==> src/tmrc_pkg.sv <==
// Contract
// - 16-bit counter, byte writes replace live count
// - Run off stops; gate enable gates counting
// - Source select picks clock source
// - Instruction clock counts once per cycle
// - System clock counts four per cycle
// - External source counts on rising edge
// - Falling edge required after enable, write, disable
// - Prescaler divides by 1, 2, 4, 8
// - Prescaler hidden; cleared on count writes
// - Crystal enable starts oscillator, runs in sleep
// - Sync disable lets external sources count in sleep; synchronizer still used
// - Async external keeps counting in sleep, wakes
// - Mode switch may lose or add one
// - Rollover to zero sets sticky overflow flag
// - Gate counts when level equals polarity
// - Async byte reads always valid
package tmrc_pkg;

	// ==========================================================
	// Register map (byte addresses)
	localparam logic [11:0] TMRC_OFS_CTRL = 12'h000;
	localparam logic [11:0] TMRC_OFS_GATE = 12'h004;
	localparam logic [11:0] TMRC_OFS_CNTL = 12'h008;
	localparam logic [11:0] TMRC_OFS_CNTH = 12'h00C;
	localparam logic [11:0] TMRC_OFS_STAT = 12'h010;
	localparam logic [11:0] TMRC_OFS_MASK = 12'h014;

	// ==========================================================
	// Control and gate register fields
	localparam int TMRC_CTRL_RUN = 0;
	localparam int TMRC_CTRL_SYNCDIS = 2;
	localparam int TMRC_CTRL_OSCEN = 3;
	localparam int TMRC_CTRL_PS = 4;
	localparam int TMRC_CTRL_SRC = 6;
	localparam int TMRC_GATE_EN = 7;
	localparam int TMRC_GATE_POL = 6;

	// ==========================================================
	// Source select codes
	localparam logic [1:0] TMRC_SRC_INSTR = 2'h0;
	localparam logic [1:0] TMRC_SRC_SYS = 2'h1;
	localparam logic [1:0] TMRC_SRC_EXT = 2'h2;
	localparam logic [1:0] TMRC_SRC_CAPS = 2'h3;

	// ==========================================================
	// Reset values and timing
	localparam logic [7:0] TMRC_CTRL_RST = 8'h00;
	localparam logic [15:0] TMRC_CNT_RST = 16'h0000;
	localparam int TMRC_INSTR_DIV = 4;
	localparam logic [1:0] TMRC_INSTR_LAST = 2'(TMRC_INSTR_DIV - 1);

	// Arm state: external rising edges count only after a falling edge
	typedef enum logic [1:0] {ARM_WAIT_LOW, ARM_READY} tmrc_arm_t;

endpackage : tmrc_pkg

==> src/tmrc_if.sv <==
`timescale 1ns/1ps
`default_nettype none
// Tick from the source stage to the counter core
interface tmrc_if;
	logic tick;
	logic armed;
	modport src (output tick, output armed);
	modport core (input tick, input armed);
endinterface : tmrc_if
`default_nettype wire

==> src/tmrc_source.sv <==
`timescale 1ns/1ps
`default_nettype none
// Source selection, synchronizer, arm logic and prescaler
module tmrc_source
	import tmrc_pkg::*;
(
	// Clock and reset
	input wire logic clock,
	input wire logic rstn,
	// Configuration
	input wire logic [1:0] srcSel,
	input wire logic oscEn,
	input wire logic syncDis,
	input wire logic [1:0] prescale,
	input wire logic countEn,
	input wire logic countWrite,
	// Raw inputs
	input wire logic extPin,
	input wire logic xtalIn,
	input wire logic capsOsc,
	// To counter core
	tmrc_if.src tk
);
	typedef struct packed {
		logic [2:0] sync;
		logic [1:0] phase;
		logic [2:0] pre;
		logic runOld;
		tmrc_arm_t arm;
		logic tick;
	} tmrc_src_t;

	tmrc_src_t s_q, s_d;
	logic extSel;
	logic extRaw;
	logic extRise;
	logic extFall;
	logic rawTick;
	logic [2:0] preMask;

	// Selected external level; caps oscillator when selected, else crystal when the oscillator is on
	assign extSel = srcSel[1];
	assign extRaw = (srcSel == TMRC_SRC_CAPS) ? capsOsc :
		(oscEn ? xtalIn : extPin);
	// Edges seen between synchronizer stages 2 and 3
	assign extRise = syncDis ? (s_q.sync[1] & ~s_q.sync[2]) :
		(s_q.sync[1] & ~s_q.sync[2]);
	assign extFall = ~s_q.sync[1] & s_q.sync[2];
	assign preMask = 3'((4'h1 << prescale) - 4'h1);

	// Raw clock tick ahead of the prescaler
	always_comb
	begin
		case (srcSel)
			TMRC_SRC_SYS: rawTick = 1'b1;
			TMRC_SRC_INSTR: rawTick = (s_q.phase == TMRC_INSTR_LAST);
			default: rawTick = extRise && s_q.arm == ARM_READY;
		endcase
	end

	// Next state
	always_comb
	begin
		s_d = s_q;
		s_d.sync = {s_q.sync[1:0], extRaw};
		s_d.phase = s_q.phase + 2'h1;
		s_d.runOld = countEn;
		s_d.tick = 1'b0;
		// Arm needs a falling edge after enable, write or disable
		if (countWrite || !countEn || (countEn && !s_q.runOld))
			s_d.arm = ARM_WAIT_LOW;
		else if (extFall)
			s_d.arm = ARM_READY;
		if (countWrite)
			s_d.pre = 3'h0;
		else if (countEn && rawTick)
		begin
			if ((s_q.pre & preMask) == preMask)
			begin
				s_d.pre = 3'h0;
				s_d.tick = 1'b1;
			end
			else
				s_d.pre = s_q.pre + 3'h1;
		end
		if (!rstn)
		begin
			s_d = '0;
			s_d.arm = ARM_WAIT_LOW;
		end
	end

	// State register
	always_ff @(posedge clock)
	begin
		s_q <= s_d;
	end

	assign tk.tick = s_q.tick;
	assign tk.armed = (s_q.arm == ARM_READY) || !extSel;
endmodule : tmrc_source
`default_nettype wire

==> src/tmrc_top.sv <==
`timescale 1ns/1ps
`default_nettype none
// 16-bit timer/counter with APB registers
module tmrc_top
	import tmrc_pkg::*;
(
	// Clock and reset
	input wire logic clock,
	input wire logic rstn,
	// APB slave
	input wire logic psel,
	input wire logic penable,
	input wire logic pwrite,
	input wire logic [11:0] paddr,
	input wire logic [31:0] pwdata,
	output logic [31:0] prdata,
	output logic pready,
	output logic pslverr,
	// Pins
	input wire logic externalClockPin,
	input wire logic crystalInPin,
	output logic crystalOutPin,
	input wire logic capsOsc,
	input wire logic gateSignal,
	input wire logic sleepMode,
	// Interrupt
	output logic irq
);
	typedef struct packed {
		logic [7:0] ctrl;
		logic [7:0] gate;
		logic [15:0] count;
		logic ovf;
		logic mask;
		logic [2:0] gsync;
		logic [31:0] rdata;
	} tmrc_top_t;

	tmrc_top_t r_q, r_d;
	tmrc_if tk();
	logic wrEn;
	logic rdEn;
	logic runBit;
	logic gateOk;
	logic countEn;
	logic countWrite;
	logic inc;

	// ==========================================================
	// Bus decode
	assign wrEn = psel && penable && pwrite;
	assign rdEn = psel && penable && !pwrite;
	assign pready = 1'b1;
	assign pslverr = 1'b0;
	assign countWrite = wrEn &&
		(paddr == TMRC_OFS_CNTL || paddr == TMRC_OFS_CNTH);

	// ==========================================================
	// Enable and gate
	assign runBit = r_q.ctrl[TMRC_CTRL_RUN];
	// Gate level after three-stage sync, compared with polarity
	assign gateOk = !r_q.gate[TMRC_GATE_EN] ||
		(r_q.gsync[2] == r_q.gate[TMRC_GATE_POL]);
	assign countEn = runBit;
	// Sleep halts synchronous and internal sources only
	assign inc = tk.tick && tk.armed && gateOk && !countWrite &&
		(!sleepMode || (r_q.ctrl[TMRC_CTRL_SRC+1] &&
		r_q.ctrl[TMRC_CTRL_SYNCDIS]));

	// Crystal amplifier output driven while the oscillator is on
	assign crystalOutPin = r_q.ctrl[TMRC_CTRL_OSCEN] & ~crystalInPin;

	// Source stage
	tmrc_source tmrc_source_inst (
		.clock(clock),
		.rstn(rstn),
		.srcSel(r_q.ctrl[TMRC_CTRL_SRC +: 2]),
		.oscEn(r_q.ctrl[TMRC_CTRL_OSCEN]),
		.syncDis(r_q.ctrl[TMRC_CTRL_SYNCDIS]),
		.prescale(r_q.ctrl[TMRC_CTRL_PS +: 2]),
		.countEn(countEn),
		.countWrite(countWrite),
		.extPin(externalClockPin),
		.xtalIn(crystalInPin),
		.capsOsc(capsOsc),
		.tk(tk.src)
	);

	// ==========================================================
	// Next state
	always_comb
	begin
		r_d = r_q;
		r_d.gsync = {r_q.gsync[1:0], gateSignal};
		// Counter increment and rollover
		if (inc)
		begin
			r_d.count = r_q.count + 16'h0001;
			if (r_q.count == 16'hFFFF)
				r_d.ovf = 1'b1;
		end
		if (wrEn)
		begin
			case (paddr)
				TMRC_OFS_CTRL: r_d.ctrl = pwdata[7:0];
				TMRC_OFS_GATE: r_d.gate = pwdata[7:0];
				TMRC_OFS_CNTL: r_d.count[7:0] = pwdata[7:0];
				TMRC_OFS_CNTH: r_d.count[15:8] = pwdata[7:0];
				TMRC_OFS_STAT:
					if (pwdata[0] && !(inc && r_q.count == 16'hFFFF))
						r_d.ovf = 1'b0;
				TMRC_OFS_MASK: r_d.mask = pwdata[0];
				default: ;
			endcase
		end
		// Read data from registered count: bytes always whole
		r_d.rdata = 32'h0000_0000;
		if (psel && !penable && !pwrite)
		begin
			case (paddr)
				TMRC_OFS_CTRL: r_d.rdata = {24'h00_0000, r_q.ctrl};
				TMRC_OFS_GATE: r_d.rdata = {24'h00_0000, r_q.gate};
				TMRC_OFS_CNTL: r_d.rdata = {24'h00_0000, r_q.count[7:0]};
				TMRC_OFS_CNTH: r_d.rdata = {24'h00_0000, r_q.count[15:8]};
				TMRC_OFS_STAT: r_d.rdata = {31'h0000_0000, r_q.ovf};
				TMRC_OFS_MASK: r_d.rdata = {31'h0000_0000, r_q.mask};
				default: r_d.rdata = 32'h0000_0000;
			endcase
		end
		else if (!rdEn)
			r_d.rdata = 32'h0000_0000;
		else
			r_d.rdata = r_q.rdata;
		if (!rstn)
		begin
			r_d = '0;
			r_d.ctrl = TMRC_CTRL_RST;
			r_d.count = TMRC_CNT_RST;
		end
	end

	// State register
	always_ff @(posedge clock)
	begin
		r_q <= r_d;
	end

	assign prdata = r_q.rdata;
	assign irq = r_q.ovf & r_q.mask;
endmodule : tmrc_top
`default_nettype wire

==> config.mk <==
export PLATFORM = sky130hd
export DESIGN_NAME = tmrc_top
export DESIGN_NICKNAME = d
export VERILOG_FILES = /design/src/tmrc_pkg.sv /design/src/tmrc_if.sv /design/src/tmrc_source.sv /design/src/tmrc_top.sv
export SDC_FILE = /design/constraint.sdc
export NUM_CORES = 1
export LEC_CHECK = 0
export CAP_MARGIN = 20
export CORE_MARGIN = 3
export CORE_UTILIZATION = 55
export DETAILED_ROUTE_END_ITERATION = 12
export DONT_BUFFER_PORTS = 1
export HOLD_SLACK_MARGIN = 0.06
export PLACE_DENSITY = 0.73
export SYNTH_ARGS = -nofsm -noshare
export SYNTH_HDL_FRONTEND = slang
export SYNTH_SLANG_ARGS = --single-unit
==> constraint.sdc <==
create_clock -name clock -period 2.1 [get_ports clock]
set_input_delay 0.42 -clock clock [delete_from_list [all_inputs] [get_ports clock]]
set_output_delay 0.42 -clock clock [all_outputs]
set_load 0.005 [all_outputs]
==> summary.txt <==
Timing
  • Setup TNS Final: 0 ps
  • FMAX: around 540 MHz
  • Clk_skew: approximately 7.5 ps
  • Final hold vios: 0
  • Final setup viols: 0
  • Worst-Margin Slew: ~510 ps
  • Tmin final: 1870 ps
  • RSZ-0062 raised after global routing: false
  • Max_slew headroom: 0.660
  • Hold_ws: about 210 ps
  • Tcrit/Tclk final: 0.890
  • Worst setup margin: ~230 ps
  • Final Max Tran Viols: 0

Synthesis
  • Synthesis-stage register bit count: between 50 and 60
  • Cell Area, Synth: approximately 0.0030 mm^2
  • Avg Cell Area, Syn: approximately 8.6 um^2
  • Largest family of logic cells by synthesized area: simple AND/OR/NAND/NOR gates
  • Yosys Warn Count: 0
  • Post-synthesis mux area share: 0.113
  • Sequential area share after synthesis: 0.375
  • Adder-cell share of the synthesized area: 0.0126
  • Mapped Cells: about 350
  • Distinct cells, synth: 45
  • Synth Area in Compound Gates: 0.110
  • Post-Synth XOR/XNOR Area: 0.0381
  • Post-Synth Simple-Gate Area: 0.241

Route
  • Drt pass-1 iters: 4
  • Residual DRC: 0
  • Antenna viol nets, final: 0
  • DR vias: 2343
  • Wire length per cell: approximately 16 um
  • Iter 0 DRT Violations: 254
  • Via/cell ratio: between 5 and 6
  • Total wire length: ~6600 um

Cells and area
  • Diode count: 0
  • Area delta synth->final: 2.68%
  • Layout cells sized above 1: 0.0971
  • Layout Cells excl Fill: 420
  • Layout Nets: a little over 400

Setup path
  • Crit-path max FO: 7
  • CP Launch Type: flip-flop
  • Critical path type: reg -> reg
  • Crit path cell chain: a21boi_2, a2111oi_4, nand3_2, or4_1, nand3_1
  • Worst reg2reg path depth: 5
  • R2r setup slk: between 200 and 250 ps
  • CP Capture Type: flip-flop
  • Crit-path slowest cell: or4_1
  • Critical path arrival: between 2000 and 2500 ps
  • Critical Path RT: approximately 2400 ps
  • Crit-path max cell delay: between 500 and 600 ps

Clock tree
  • CTS Buf Count: 5
  • H-tree levels: 2
  • Cts hold-fix bufs: 0
  • CTS tree: yes
  • CTS max path bufs: 2
  • Clock transition at path regs: between 100 and 150 ps
  • Sink Count: 56
  • # resized after CTS: 0
  • Clock latency on the worst-skew pair: about 320 ps
  • Post-CTS setup buffers: 0
  • CTS root buf: clkbuf_8

Min path
  • Hold WC Path Type: in -> reg
  • Hold depth: 2

Floorplanning
  • I/O Pins: 90
  • Die W: roughly 80 um
  • Die H: around 80 um
  • Core area: roughly 0.0052 mm^2
  • Row cnt: 26
  • Die area: 0.00636 mm^2
  • Initial Util: 0.578

Flow run
  • Max-cap check violation count: 0

Placed design
  • Port Buffers: 0
  • Routability Congestion: 0.860
  • Pre-CTS WS: approximately 90 ps
  • Placed cells: between 400 and 500
  • Final HPWL DP: roughly 5000 um

GRT
  • Initial antenna violation count: 0
  • First-pass GRT wire length: 10700 um
  • Grt ovf: 0
  • Total track usage: 0.216
  • Largest net degree at the start of global routing: 26
  • Vias in the first global route: between 2000 and 2500

Pwr
  • Power per cell area: around 580 mW/mm^2
  • Pleak: 1.23 nW
  • Tot Pwr: ~1.8 mW
  • Peak VDD IR: between 0.4 and 0.5 mV

Status
  • Outcome: finished clean
## power by group
part | leakage (nW) | switching (mW) | total (mW) | internal [mW]
registers | 0.452 | 0.00276 | 1.07 | 1.07
logic | 0.731 | 0.0402 | 0.0641 | 0.0239
clock network | 0.0452 | 0.387 | 0.631 | 0.244
## path summary, 6_finish.rpt
check / from / endpoint
hold reg to reg: tmrc_source_inst.s_q[7]$_SDFF_PN0_ / tmrc_source_inst.s_q[7]$_SDFF_PN0_
hold / removal: pwdata[5] / r_q[50]$_SDFF_PN0_
setup reg to reg: r_q[68]$_SDFFE_PN0P_ / r_q[52]$_SDFF_PN0_
setup / recovery: r_q[68]$_SDFFE_PN0P_ / r_q[52]$_SDFF_PN0_
## Yosys cell counts (all sizes together)
cell type	count	area share
inv	10	0.013
mux4	1	0.0075
nor3	11	0.018
buf	36	0.088
xnor2	3	0.0088
and2	8	0.017
o21ai	17	0.028
o2bb2ai	2	0.0059
clkinv	1	0.0013
nor3b	1	0.0025
and4b	1	0.0033
nand3	13	0.023
or3	4	0.0084
a2111oi	1	0.0092
xor2	10	0.029
nand4b	2	0.0059
or4	3	0.0075
nor2b	2	0.0042
a32oi	1	0.0029
o21ba	1	0.0033
nor2	25	0.031
ha	3	0.013
a211oi	2	0.0050
a21boi	1	0.0038
mux2i	26	0.087
nand2b	1	0.0021
nand4	13	0.027
and3	5	0.010
nand2	43	0.055
dfxtp	56	0.38
o211ai	10	0.025
clkbuf	5	0.0063
nor4b	1	0.0050
mux2	5	0.019
a21oi	14	0.023
a21o	1	0.0025
or4bb	1	0.0038
or2	1	0.0021
conb	2	0.0025
nor4	4	0.013
## layer usage
metal / global-route usage / vias up / wire length (um)
met1: 0.288 / 1089 / 2950
met3: 0.0440 / 11 / 457
met5: 0 / - / 0
li1: - / 1160 / -
met2: 0.350 / 83 / 3110
met4: 0.0670 / 0 / 102
## worst max-delay path: cells and delay by family (launching register included)
kind,cells,cell delay [ps]
and+or+nand+nor,3,750
AOI/OAI and AO/OA,2,610
DFF,1,460
## final cells by class
type	count	area (um^2)
inverters	11	41.3
clock buffers	5	68.8
multi-input cells	263	1640
flip-flops and latches	56	1120
repair buffers	12	90.1
clock inverters	3	25.0
well taps	70	87.6
fillers	472	2100
## stage by stage
| step | cell area [um^2] | utilization |
|---|---|---|
| floorplan | 3080 | - |
| global placement | 2980 | 0.575 |
| detailed placement | 2980 | 0.575 |
| CTS | 3070 | 0.593 |
| global route | 3070 | 0.593 |
| finish | 3070 | 0.593 |
## registers in the layout, indices dropped and copies added, names as in the netlist
| register | cells |
|---|---|
| tmrc_source_inst.s_q | 10 |
| prdata | 8 |
| tmrc_source_inst.tk.tick | 1 |
| r_q | 36 |
| countEn | 1 |
## layout by cell type, fill, tap and decap left out, types with 3 or more instances in the layout
master	count
conb_1	26
buf_4	12
nor4_1	3
nand3_1	12
and2_1	7
dfxtp_1	56
nand2_1	42
nand4_1	13
xnor2_1	3
o21ai_0	17
clkbuf_8	5
nor3_1	11
mux2i_1	26
or4_1	3
a21oi_1	14
o211ai_1	10
and3_1	5
mux2_2	5
nor2_1	25
inv_1	10
xor2_1	10
or3_1	4
ha_1	3
## logic make-up after synthesis
| logic type | after synthesis |
|---|---|
| AND/OR/NAND/NOR | 139 |
| flip-flops | 56 |
| buffers and inverters | 52 |
| AO/OA/AOI/OAI | 50 |
| multiplexers | 32 |
| XOR/XNOR | 13 |
| adder cells (fa/ha/maj) | 3 |
| other | 2 |
No activity file was read; power rests on OpenSTA's default activity.
